--- src/ipsel_pkg.sv ---
/*
  Package of the interrupt priority selector: register indices and byte
  addresses, field positions, reset values, source numbering and the
  request carrier toward the CPU.
  Assumes a 32-bit Avalon-MM slave with byte addressing.
*/
package ipsel_pkg;

  localparam int ADDR_W = 18;
  localparam int NSRC   = 18;
  localparam int SRC_W  = 5;

  // Printed offsets are not word multiples, so each is a word index
  localparam logic [15:0] IDX_SYS_CTRL = 16'hfff2;
  localparam logic [15:0] IDX_PRIO_A   = 16'hfff8;
  localparam logic [15:0] IDX_PRIO_B   = 16'hfff9;
  localparam logic [15:0] IDX_STATUS   = 16'hfffa;
  localparam logic [ADDR_W-1:0] ADR_SYS_CTRL = {IDX_SYS_CTRL, 2'b00};
  localparam logic [ADDR_W-1:0] ADR_PRIO_A   = {IDX_PRIO_A, 2'b00};
  localparam logic [ADDR_W-1:0] ADR_PRIO_B   = {IDX_PRIO_B, 2'b00};
  localparam logic [ADDR_W-1:0] ADR_STATUS   = {IDX_STATUS, 2'b00};

  localparam logic [7:0] RST_SYS_CTRL = 8'h00;
  localparam logic [7:0] RST_PRIO_A   = 8'h00;
  localparam logic [7:0] RST_PRIO_B   = 8'h00;

  localparam int SC_NMI_EDGE = 2;
  localparam int PA_EXT0     = 7;
  localparam int PA_EXT1     = 6;
  localparam int PA_EXT2_3   = 5;
  localparam int PA_EXT4_5   = 4;
  localparam int PA_WDT_REF  = 3;
  localparam int PA_TMR0     = 2;
  localparam int PA_TMR1     = 1;
  localparam int PA_TMR2     = 0;
  localparam int PB_TMR3     = 7;
  localparam int PB_TMR4     = 6;
  localparam int PB_DMA      = 5;
  localparam int PB_SER0     = 3;
  localparam int PB_SER1     = 2;
  localparam int PB_ADC      = 1;
  localparam logic [7:0] PB_LIVE_MASK = 8'hee;

  localparam int ST_NMI   = 7;
  localparam int ST_VALID = 6;
  localparam int ST_LEVEL = 5;

  // Lower number wins among equal levels
  typedef enum logic [SRC_W-1:0] {
    SRC_EXT0 = 5'h00, SRC_EXT1 = 5'h01, SRC_EXT2 = 5'h02,
    SRC_EXT3 = 5'h03, SRC_EXT4 = 5'h04, SRC_EXT5 = 5'h05,
    SRC_WDT  = 5'h06, SRC_REF  = 5'h07, SRC_TMR0 = 5'h08,
    SRC_TMR1 = 5'h09, SRC_TMR2 = 5'h0a, SRC_TMR3 = 5'h0b,
    SRC_TMR4 = 5'h0c, SRC_DMA0 = 5'h0d, SRC_DMA1 = 5'h0e,
    SRC_SER0 = 5'h0f, SRC_SER1 = 5'h10, SRC_ADC  = 5'h11
  } ipsel_src_t;

  typedef struct packed {
    logic             valid;
    logic             level;
    logic [SRC_W-1:0] source;
  } ipsel_req_t;

  typedef struct packed {
    logic [ADDR_W-1:0] address;
    logic              read;
    logic              write;
    logic [31:0]       writedata;
    logic [3:0]        byteenable;
  } ipsel_bus_t;

endpackage

--- src/ipsel_reg8.sv ---
/*
  One 8-bit software register with byte-lane write and a level clear.
  Assumes the write strobe is a single-cycle pulse from the bus slave.
*/
`timescale 1ns/1ps
module ipsel_reg8 #(
  parameter logic [7:0] RST = 8'h00
) (
  input  wire logic       clk,
  input  wire logic       arst_n,
  input  wire logic       clr,
  input  wire logic       we,
  input  wire logic [7:0] wdata,
  output logic      [7:0] q
);

  // Clear beats a write, so standby cannot be undone by software
  always_ff @(posedge clk or negedge arst_n) begin
    if (!arst_n) begin
      q <= RST;
    end else if (clr) begin
      q <= RST;
    end else if (we) begin
      q <= wdata;
    end
  end

endmodule

--- src/ipsel_pick.sv ---
/*
  Fixed-order pick: lowest-numbered asserted request wins.
  Purely combinational; the caller registers the outcome.
*/
`timescale 1ns/1ps
module ipsel_pick #(
  parameter int N = 18,
  parameter int W = 5
) (
  input  wire logic [N-1:0] req,
  output logic              found,
  output logic      [W-1:0] idx
);

  always_comb begin
    found = 1'b0;
    idx   = '0;
    for (int i = N - 1; i >= 0; i--) begin
      if (req[i]) begin
        found = 1'b1;
        idx   = W'(i);
      end
    end
  end

endmodule

--- src/ipsel_top.sv ---
/*
  Interrupt priority selector: two priority registers, the nonmaskable
  edge select, nonmaskable edge capture and a two-level fixed-order
  arbiter presenting one request to the CPU.
  Assumes source requests and the nonmaskable input are synchronous to
  clk and that a source holds its request until the CPU serves it.
*/
`timescale 1ns/1ps
module ipsel_top (
  input  wire logic                        clk,
  input  wire logic                        arst_n,
  input  wire logic                        hwStandby,
  input  wire logic [ipsel_pkg::ADDR_W-1:0] address,
  input  wire logic                        read,
  input  wire logic                        write,
  input  wire logic [31:0]                 writedata,
  input  wire logic [3:0]                  byteenable,
  output logic      [31:0]                 readdata,
  output logic                             waitrequest,
  input  wire logic                        nmiIn,
  input  wire logic                        nmiAck,
  input  wire logic [ipsel_pkg::NSRC-1:0]  srcReq,
  output logic                             nmiPending,
  output ipsel_pkg::ipsel_req_t            intReq
);
  import ipsel_pkg::*;

  ipsel_bus_t       bus;
  logic             ackQ_q;
  logic             wrStrobe;
  logic [7:0]       sysCtrl_q;
  logic [7:0]       prioA_q;
  logic [7:0]       prioB_q;
  logic [7:0]       statusVal;
  logic [7:0]       rdByte;
  logic [31:0]      readdata_q;
  logic             nmiPrev_q;
  logic             nmiEdge;
  logic             nmiPending_q;
  logic [NSRC-1:0]  levelVec;
  logic [NSRC-1:0]  hiReq;
  logic [NSRC-1:0]  loReq;
  logic             hiFound;
  logic             loFound;
  logic [SRC_W-1:0] hiIdx;
  logic [SRC_W-1:0] loIdx;
  ipsel_req_t       intReq_d;
  ipsel_req_t       intReq_q;

  assign bus = '{address: address, read: read, write: write,
                 writedata: writedata, byteenable: byteenable};

  // Every access takes two cycles; read data then come from a flop
  assign waitrequest = (bus.read || bus.write) && !ackQ_q;
  assign wrStrobe    = bus.write && ackQ_q && bus.byteenable[0];

  always_ff @(posedge clk or negedge arst_n) begin
    if (!arst_n) begin
      ackQ_q <= 1'b0;
    end else begin
      ackQ_q <= (bus.read || bus.write) && !ackQ_q;
    end
  end

  ipsel_reg8 #(.RST(RST_SYS_CTRL)) uSysCtrl (
    .clk   (clk),
    .arst_n(arst_n),
    .clr   (hwStandby),
    .we    (wrStrobe && bus.address == ADR_SYS_CTRL),
    .wdata (bus.writedata[7:0] & (8'h01 << SC_NMI_EDGE)),
    .q     (sysCtrl_q)
  );

  ipsel_reg8 #(.RST(RST_PRIO_A)) uPrioA (
    .clk   (clk),
    .arst_n(arst_n),
    .clr   (hwStandby),
    .we    (wrStrobe && bus.address == ADR_PRIO_A),
    .wdata (bus.writedata[7:0]),
    .q     (prioA_q)
  );

  ipsel_reg8 #(.RST(RST_PRIO_B)) uPrioB (
    .clk   (clk),
    .arst_n(arst_n),
    .clr   (hwStandby),
    .we    (wrStrobe && bus.address == ADR_PRIO_B),
    .wdata (bus.writedata[7:0]),
    .q     (prioB_q)
  );

  assign statusVal = {nmiPending_q, intReq_q.valid, intReq_q.level,
                      intReq_q.source};

  always_comb begin
    case (bus.address)
      ADR_SYS_CTRL: rdByte = sysCtrl_q;
      ADR_PRIO_A:   rdByte = prioA_q;
      ADR_PRIO_B:   rdByte = prioB_q;
      ADR_STATUS:   rdByte = statusVal;
      default:      rdByte = 8'h00;
    endcase
  end

  always_ff @(posedge clk or negedge arst_n) begin
    if (!arst_n) begin
      readdata_q <= 32'h0000_0000;
    end else if (bus.read && !ackQ_q) begin
      readdata_q <= {24'h00_0000, rdByte};
    end
  end
  assign readdata = readdata_q;

  // Changing the edge select alone never looks like an edge; both tests need nmiIn to differ from nmiPrev_q
  always_comb begin
    if (sysCtrl_q[SC_NMI_EDGE]) begin
      nmiEdge = !nmiPrev_q && nmiIn;
    end else begin
      nmiEdge = nmiPrev_q && !nmiIn;
    end
  end

  always_ff @(posedge clk or negedge arst_n) begin
    if (!arst_n) begin
      nmiPrev_q <= 1'b1;
    end else begin
      nmiPrev_q <= nmiIn;
    end
  end

  // A new edge in the acknowledge cycle is kept: set beats clear
  always_ff @(posedge clk or negedge arst_n) begin
    if (!arst_n) begin
      nmiPending_q <= 1'b0;
    end else if (hwStandby) begin
      nmiPending_q <= 1'b0;
    end else if (nmiEdge) begin
      nmiPending_q <= 1'b1;
    end else if (nmiAck) begin
      nmiPending_q <= 1'b0;
    end
  end
  assign nmiPending = nmiPending_q;

  // Level 1 is high, level 0 low
  always_comb begin
    levelVec                = '0;
    levelVec[SRC_EXT0]      = prioA_q[PA_EXT0];
    levelVec[SRC_EXT1]      = prioA_q[PA_EXT1];
    levelVec[SRC_EXT2]      = prioA_q[PA_EXT2_3];
    levelVec[SRC_EXT3]      = prioA_q[PA_EXT2_3];
    levelVec[SRC_EXT4]      = prioA_q[PA_EXT4_5];
    levelVec[SRC_EXT5]      = prioA_q[PA_EXT4_5];
    levelVec[SRC_WDT]       = prioA_q[PA_WDT_REF];
    levelVec[SRC_REF]       = prioA_q[PA_WDT_REF];
    levelVec[SRC_TMR0]      = prioA_q[PA_TMR0];
    levelVec[SRC_TMR1]      = prioA_q[PA_TMR1];
    levelVec[SRC_TMR2]      = prioA_q[PA_TMR2];
    levelVec[SRC_TMR3]      = prioB_q[PB_TMR3];
    levelVec[SRC_TMR4]      = prioB_q[PB_TMR4];
    levelVec[SRC_DMA0]      = prioB_q[PB_DMA];
    levelVec[SRC_DMA1]      = prioB_q[PB_DMA];
    levelVec[SRC_SER0]      = prioB_q[PB_SER0];
    levelVec[SRC_SER1]      = prioB_q[PB_SER1];
    levelVec[SRC_ADC]       = prioB_q[PB_ADC];
  end

  assign hiReq = srcReq & levelVec;
  assign loReq = srcReq & ~levelVec;

  ipsel_pick #(.N(NSRC), .W(SRC_W)) uPickHi (
    .req  (hiReq),
    .found(hiFound),
    .idx  (hiIdx)
  );

  ipsel_pick #(.N(NSRC), .W(SRC_W)) uPickLo (
    .req  (loReq),
    .found(loFound),
    .idx  (loIdx)
  );

  // Maskable grant is withheld while the nonmaskable one waits
  always_comb begin
    intReq_d = '0;
    if (!nmiPending_q) begin
      if (hiFound) begin
        intReq_d = '{valid: 1'b1, level: 1'b1, source: hiIdx};
      end else if (loFound) begin
        intReq_d = '{valid: 1'b1, level: 1'b0, source: loIdx};
      end
    end
  end

  always_ff @(posedge clk or negedge arst_n) begin
    if (!arst_n) begin
      intReq_q <= '0;
    end else begin
      intReq_q <= intReq_d;
    end
  end
  assign intReq = intReq_q;

  nmi_fall_a: assert property (@(posedge clk) disable iff (!arst_n)
    (!sysCtrl_q[SC_NMI_EDGE] && nmiPrev_q && !nmiIn && !hwStandby)
    |=> nmiPending_q)
    else $error("falling edge did not raise nonmaskable request");

  nmi_rise_a: assert property (@(posedge clk) disable iff (!arst_n)
    (nmiPending_q == 1'b0 && !nmiEdge) |=> !nmiPending_q)
    else $error("nonmaskable request raised without selected edge");

  prio_write_a: assert property (@(posedge clk) disable iff (!arst_n)
    (wrStrobe && bus.address == ADR_PRIO_A && !hwStandby)
    |=> prioA_q == $past(bus.writedata[7:0]))
    else $error("register A did not take written byte");

  standby_a_a: assert property (@(posedge clk) disable iff (!arst_n)
    hwStandby |=> prioA_q == 8'h00)
    else $error("register A not cleared in standby");

  standby_b_a: assert property (@(posedge clk) disable iff (!arst_n)
    hwStandby |=> prioB_q == 8'h00)
    else $error("register B not cleared in standby");

  reserved_bits_a: assert property (@(posedge clk)
    disable iff (!arst_n)
    ($stable(prioA_q) && $stable(prioB_q & PB_LIVE_MASK))
    |-> $stable(levelVec))
    else $error("reserved bits changed a priority level");

  nmi_rank_a: assert property (@(posedge clk) disable iff (!arst_n)
    intReq_q.valid |-> !$past(nmiPending_q))
    else $error("maskable grant while nonmaskable pending");

  high_wins_a: assert property (@(posedge clk) disable iff (!arst_n)
    (|hiReq && !nmiPending_q) |=> (intReq_q.valid && intReq_q.level))
    else $error("high level request lost to low level");

  ext0_first_a: assert property (@(posedge clk) disable iff (!arst_n)
    (srcReq[SRC_EXT0] && prioA_q[PA_EXT0] && !nmiPending_q)
    |=> intReq_q.source == SRC_EXT0)
    else $error("fixed order not kept for external request 0");

  dma_pair_a: assert property (@(posedge clk) disable iff (!arst_n)
    (srcReq == NSRC'(1 << SRC_DMA1) && !nmiPending_q)
    |=> intReq_q.level == $past(prioB_q[PB_DMA]))
    else $error("DMA level does not follow its bit");

  bus_wait_a: assert property (@(posedge clk) disable iff (!arst_n)
    (bus.read && !ackQ_q) |-> waitrequest ##1 !waitrequest)
    else $error("read not answered on second cycle");

  nmi_rising_a: assert property (@(posedge clk) disable iff (!arst_n)
    (sysCtrl_q[SC_NMI_EDGE] && !nmiPrev_q && nmiIn && !hwStandby)
    |=> nmiPending_q)
    else $error("rising edge did not raise nonmaskable request");

  low_level_a: assert property (@(posedge clk) disable iff (!arst_n)
    (srcReq == NSRC'(1) && !prioA_q[PA_EXT0] && !nmiPending_q)
    |=> (intReq_q.valid && !intReq_q.level))
    else $error("level bit 0 did not give low level");

  // Mapping is checked through the arbiter, so a swapped bit shows up
  ext1_level_a: assert property (@(posedge clk) disable iff (!arst_n)
    (srcReq[SRC_EXT1] && prioA_q[PA_EXT1] && !nmiPending_q)
    |=> (intReq_q.valid && intReq_q.level))
    else $error("external request 1 not at high level");

  ext3_level_a: assert property (@(posedge clk) disable iff (!arst_n)
    (srcReq[SRC_EXT3] && prioA_q[PA_EXT2_3] && !nmiPending_q)
    |=> (intReq_q.valid && intReq_q.level))
    else $error("external request 3 not at high level");

  ext5_level_a: assert property (@(posedge clk) disable iff (!arst_n)
    (srcReq[SRC_EXT5] && prioA_q[PA_EXT4_5] && !nmiPending_q)
    |=> (intReq_q.valid && intReq_q.level))
    else $error("external request 5 not at high level");

  ref_level_a: assert property (@(posedge clk) disable iff (!arst_n)
    (srcReq[SRC_REF] && prioA_q[PA_WDT_REF] && !nmiPending_q)
    |=> (intReq_q.valid && intReq_q.level))
    else $error("refresh request not at high level");

  tmr0_level_a: assert property (@(posedge clk) disable iff (!arst_n)
    (srcReq[SRC_TMR0] && prioA_q[PA_TMR0] && !nmiPending_q)
    |=> (intReq_q.valid && intReq_q.level))
    else $error("timer channel 0 not at high level");

  tmr2_level_a: assert property (@(posedge clk) disable iff (!arst_n)
    (srcReq[SRC_TMR2] && prioA_q[PA_TMR2] && !nmiPending_q)
    |=> (intReq_q.valid && intReq_q.level))
    else $error("timer channel 2 not at high level");

  tmr4_level_a: assert property (@(posedge clk) disable iff (!arst_n)
    (srcReq[SRC_TMR4] && prioB_q[PB_TMR4] && !nmiPending_q)
    |=> (intReq_q.valid && intReq_q.level))
    else $error("timer channel 4 not at high level");

  dma0_level_a: assert property (@(posedge clk) disable iff (!arst_n)
    (srcReq[SRC_DMA0] && prioB_q[PB_DMA] && !nmiPending_q)
    |=> (intReq_q.valid && intReq_q.level))
    else $error("DMA channel 0 not at high level");

  ser1_level_a: assert property (@(posedge clk) disable iff (!arst_n)
    (srcReq[SRC_SER1] && prioB_q[PB_SER1] && !nmiPending_q)
    |=> (intReq_q.valid && intReq_q.level))
    else $error("serial channel 1 not at high level");

  adc_level_a: assert property (@(posedge clk) disable iff (!arst_n)
    (srcReq[SRC_ADC] && prioB_q[PB_ADC] && !nmiPending_q)
    |=> (intReq_q.valid && intReq_q.level))
    else $error("converter request not at high level");

  nmi_seen_c: cover property (@(posedge clk) disable iff (!arst_n)
    nmiEdge ##1 nmiPending_q);
  hi_grant_c: cover property (@(posedge clk) disable iff (!arst_n)
    intReq_q.valid && intReq_q.level);
  lo_grant_c: cover property (@(posedge clk) disable iff (!arst_n)
    intReq_q.valid && !intReq_q.level && |loReq);
  reg_write_c: cover property (@(posedge clk) disable iff (!arst_n)
    wrStrobe && bus.address == ADR_PRIO_B);
  nmi_ack_c: cover property (@(posedge clk) disable iff (!arst_n)
    nmiPending_q && nmiAck ##1 !nmiPending_q);

endmodule

--- config.mk ---
export PLATFORM = sky130hd
export DESIGN_NAME = ipsel_top
export DESIGN_NICKNAME = d
export VERILOG_FILES = /design/src/ipsel_pkg.sv /design/src/ipsel_reg8.sv /design/src/ipsel_pick.sv /design/src/ipsel_top.sv
export SDC_FILE = /design/constraint.sdc
export NUM_CORES = 1
export LEC_CHECK = 0
export BUFFER_PORTS_ARGS = -buffer_cell sky130_fd_sc_hd__buf_2
export CAP_MARGIN = 10
export CORE_MARGIN = 10
export CORE_UTILIZATION = 44
export DETAILED_ROUTE_END_ITERATION = 8
export GPL_TIMING_DRIVEN = 0
export HOLD_SLACK_MARGIN = 0.08
export PLACE_DENSITY = 0.77
export SETUP_SLACK_MARGIN = 0.4
export SYNTH_ARGS = -nofsm -noshare
export SYNTH_HDL_FRONTEND = slang
export SYNTH_HIERARCHICAL = 1
export SYNTH_SLANG_ARGS = --single-unit
--- constraint.sdc ---
create_clock -name clk -period 1.9 [get_ports clk]
set_input_delay 0.285 -clock clk [delete_from_list [all_inputs] [get_ports clk]]
set_output_delay 0.285 -clock clk [all_outputs]
set_load 0.1 [all_outputs]
Word-level counts from Yosys, hierarchy flattened
Cells that the tools add are included.

word-level totals
  latch bits = 0
  input bits = 79
  register bits after elaboration = 42
  RAM bits = 0
  memories kept = 0
  ROM bits = 0
  word-level logic and storage cells = 120

cells by class
  add/subtract/negate cells = 0
  multiply operators = 0
  div/mod/pow operators = 0
  equal/unequal tests = 4
  magnitude comparators = 0
  reduce and logical (&&, ||, !) cells = 17
  multiplexer cells = 86
  bitwise logic cells = 3
  shift operators = 0

operators by type and width
  cell                    number
  $mux W5                 36
  $eq A18 B18 Y1 const B  4
  $mux W8                 6
  $mux W1                 40
  $and A18 B18 Y18        2
  $pmux W8 S4             1
  $mux W7                 3
  $not A18 Y18            1
  $logic_and A1 B1 Y1     9
  $reduce_bool A2 Y1      3
  $logic_not A1 Y1        3
  $reduce_bool A3 Y1      1
  $logic_or A1 B1 Y1      1

Depth between registers and ports, before layout
  depth in word-level cells = 23
  mapped depth = 8

Cells and area by module
The synthesis kept the hierarchy.

by module, submodules not included
  module      area each (sq um)  sequential area each (sq um)  cells each  instances
  ipsel_top   1463.9             451.7                         161         1
  ipsel_reg8  325.3              200.2                         26          3
  ipsel_pick  235.2              0.0                           34          2

Least setup slack after synthesis
OpenSTA, ideal clock, no wires.

  kind = reg-to-output
  start = register ackQ_q
  end = output port waitrequest
  path buffers = 0
  path slack = -0.051 ns
  cell stages (with the launch flop) = 2
  data required time = 1.615 ns
  arrival time = 1.666 ns
  path through = dfrtp_1 nor2_1

between the ends
  longest elaborated chain between the ends = 2

ends and longest elaborated chain
  element                 line             RTL
  start, declared         ipsel_top.sv:29  logic ackQ_q;
  start signal, assigned  ipsel_top.sv:61  ackQ_q <= (bus.read || bus.write) && !ackQ_q;
  $logic_not A1 Y1        ipsel_top.sv:54  assign waitrequest = (bus.read || bus.write) && !ackQ_q;
  $logic_and A1 B1 Y1     ipsel_top.sv:54
  end, declared           ipsel_top.sv:19  output logic waitrequest,

No other way between the ends.

==> impl_metrics.py <==
metrics = {
    "yosys": {
        "synth-edff-count": 0,
        "ffs_w_async_s_r_synth_pct": 100,
        "yosysWarningCount": 6,
        "netlist-cell-type-count": 43,
        "yosys.area_share.adder_pct": 0,
        "avgSynthCellArea_um2": 9.48,
        "yosys_most_used_dff": "dfrtp_1",
        "post-synth-top-area-fraction_pct": 35.3,
        "muxShareOfSynthArea_pct": 13.8,
        "dominant_combinational_cell_family_by_area_after_synthesis": "simple AND/OR/NAND/NOR gates",
        "synth.cell_area_um2": 2910,
        "synth_seq_cells": 42,
        "netlist_instances": 307,
        "yosys-top-cells-area": "dfrtp_1 (35%), mux2i_1 (14%), nor2_1 (6.4%), buf_4 (6.2%), nor2b_1 (4.7%)",
        "yosys.area.top_type": "dfrtp_1",
        "yosys.area_share.xor_xnor_pct": 0,
        "compound_gate_portion_of_the_synthesized_area_pct": 13.1,
        "ys_seq_area_share_pct": 36.2,
        "post_synth_and_or_nand_nor_area_fraction_pct": 27.0,
    },
    "sta": {
        "timing_hold_violations_final": 0,
        "report.final.slew_viol_count": 0,
        "clock_period_minus_final_worst_setup_slack_ps": 1880,
        "max_freq_mhz": 532,
        "rsz0062_at_grt": "true",
        "worst_setup_slack_after_layout_ps": 19.3,
        "totalNegativeSetupSlack_ps": 0,
        "setup_violations": 0,
        "layout_worst_path_cycle_share_pct": 99.0,
        "skew_ps": 6.29,
        "worst_pin_slew_ps": 947,
        "slew_headroom_pct": 36.9,
    },
    "layout": {
        "layout.nets": 504,
        "post_route_cells_drive_above_1_share_pct": 41.5,
        "mostFrequentLayoutCell": "buf_2",
        "number_of_antenna_cells_inserted": 0,
        "fillCellCount": 553,
        "area_delta_synth_final_pct": 30.7,
        "layout.cells.non_filler": 503,
        "mostFrequentLayoutCells": "buf_2 (68), nor2_1 (46), mux2i_1 (40)",
    },
    "power": {
        "design_power_total_mw": 2.03,
        "power-per-cell-area_nw_per_um2": 533,
        "vdd.ir_drop.worst_v": 0.000320,
        "power_leakage_nw": 1.83,
    },
    "setup_path": {
        "r2r_end": "intReq[2]",
        "cell_with_the_largest_stage_delay_on_the_worst_path": "dfrtp_1",
        "reg2reg_from": "uPrioB/q[3]",
        "cp_slowest_stage_delay_ps": 400,
        "required_ps": 2060,
        "crit_path_end_kind": "flop",
        "crit_cells": 7,
        "worst_path_dominant_cell_family": "simple AND/OR/NAND/NOR gates",
        "worst-r2r-cell-count": 7,
        "critical_path_arrival_ps": 2040,
        "setup.worst_path.start": "uPrioB/q[3]",
        "r2r_setup_slack_ps": 20,
        "crit_chain": "and2_2, nor4_4, and2b_1, nand4_1, buf_4, a22oi_2, nor2_1",
        "setup.worst_path.end": "intReq[2]",
        "cp.buffers_inverters": 1,
        "path_max_fanout": 4,
        "cp-start-kind": "flop",
        "worst-setup-path-type": "flop to flop",
    },
    "global_routing": {
        "number_of_global_route_vias_before_repair": 2554,
        "grt_pass1_wl_mm": 12.8,
        "overflow": 0,
        "grt_use_total_pct": 15.4,
        "grt_start_max_net_pins": 43,
        "grt_antenna_before_repair": 0,
    },
    "placed_design": {
        "detailed_place_hpwl_mm": 6.28,
        "dp.cells": 481,
        "place_congestion": 0.870,
        "pre_cts_ws_ps": -89.8,
        "placement.io_buffers": 67,
    },
    "run_status": {
        "status": "completed",
    },
    "floorplanning": {
        "num_io_pins": 120,
        "fp.dieW_um": 101,
        "die_height_um": 101,
        "design.die.area_um2": 10300,
        "core_area_um2": 6390,
        "placementRows": 29,
        "starting_utilization_of_the_core_area_pct": 45.6,
    },
    "detailed_routing": {
        "highest-signal-layer": "met4",
        "drt-total-wl_mm": 7.90,
        "routed-wl-met3_um": 586,
        "route.vias.total": 2505,
        "drt_pass1_iterations": 4,
        "final_routed_drc_violation_total": 0,
        "route.met2.wl_mm": 3.92,
        "wl_per_cell_um": 15.7,
        "post_drt_via_cell_ratio": 4.98,
        "ant_nets": 0,
        "met1Wirelength_mm": 3.27,
        "drt_iter0_markers": 116,
    },
    "min_path": {
        "min_from": "nmiIn",
        "worst_hold_path_type": "primary input to flop",
    },
    "clock_network": {
        "cts_root_buffer_type": "clkbuf_8",
        "clock_latency_ps": 290,
        "cts_tree": "yes",
        "cts_buffer_depth": 2,
        "tritoncts_num_sinks": 42,
        "cts_hold_repair.buffers": 0,
        "register_clock_pin_slew_on_the_reported_worst_setup_and_hold_paths_ps": 80,
        "tritoncts.num_buffers": 5,
        "h_tree_depth": 2,
    },
    "job": {
        "maxCapViolations": 0,
    },
}
[flip-flops by register name, summed over array words and instances, names as in the netlist]
signal	cells
ackQ_q	1
intReq	7
nmiPending	1
nmiPrev_q	1
readdata	8
uPrioA/q	8
uPrioB/q	8
uSysCtrl/q	8
[cell families after synthesis]
logic type      Yosys count
compound gates           43
simple gates            137
buf+inv                  44
flops                    42
other cells               1
mux                      40
[worst min-delay path by stage]
stage | endpoint | slack, ps | cells past startpoint
2_1_floorplan | ackQ_q | -10 | 0
3_3_place_gp | nmiPrev_q | 410 | 1
3_5_place_dp | nmiPrev_q | 420 | 1
4_1_cts | nmiPrev_q | 110 | 1
5_1_grt | nmiPrev_q | 100 | 1
6_report | nmiPrev_q | 120 | 1
[metrics by stage]
| step | util [%] | hold WS [ps] | cell area [um2] |
|---|---|---|---|
| 3_3_place_gp | 54.4 | 413 | 3470 |
| 3_5_place_dp | 54.4 | 416 | 3470 |
| 4_1_cts | 58.7 | 109 | 3750 |
| 6_report | 59.6 | 118 | 3800 |
| 5_1_grt | 59.6 | 101 | 3800 |
| 2_1_floorplan | - | -10.6 | 3040 |
[cells in the mapped netlist, drive strengths merged (3+ instances only)]
cell type,n
nand3,3
and2,20
nor4,9
a2111oi,4
mux2i,40
nand2,13
nor3,6
a21oi,4
o22a,8
inv,10
nor3b,3
nor2,50
nand4,3
o21ai,12
a22oi,5
buf,33
nor2b,22
dfrtp,41
[final cells by class]
| class | count | area [um2] | area share (%) |
|---|---|---|---|
| buffer | 34 | 250 | 6.58 |
| clock buffer | 7 | 86.3 | 2.27 |
| clock inverter | 1 | 5.00 | 0.132 |
| inverter | 10 | 37.5 | 0.987 |
| multi-input combinational | 251 | 1830 | 48.1 |
| sequential | 42 | 1060 | 27.8 |
| tap | 77 | 96.3 | 2.53 |
| timing repair buffer | 81 | 443 | 11.6 |
[metal layers]
| metal | up-vias | GRT usage [%] |
|---|---|---|
| met4 | 0 | 3.22 |
| met3 | 10 | 5.17 |
| li1 | 1253 | - |
| met2 | 79 | 26.8 |
| met1 | 1163 | 17.8 |
| met5 | - | 0 |
[power breakdown]
part / leakage (nW) / switching (mW) / internal, mW
Clock: 0.0482 / 0.288 / 0.293
Sequential: 0.568 / 0.00719 / 0.904
Combinational: 1.21 / 0.402 / 0.132
[worst reg2reg max path, cell delays in order, from the launching register on]
cell     delay [ps]
dfrtp_1         400
and2_2          220
nor4_4          280
and2b_1         190
nand4_1         210
buf_4           230
a22oi_2         160
nor2_1           70
[what timing repair did]
item / CTS / global route
setup endpoints to repair: 40 / 39
resized for setup: 31 / 11
gates cloned: 0 / 0
pin swaps: 14 / 8
hold endpoints to repair: 0 / 0
buffers inserted: 12 / 2
(Power assumes the default switching activity.)
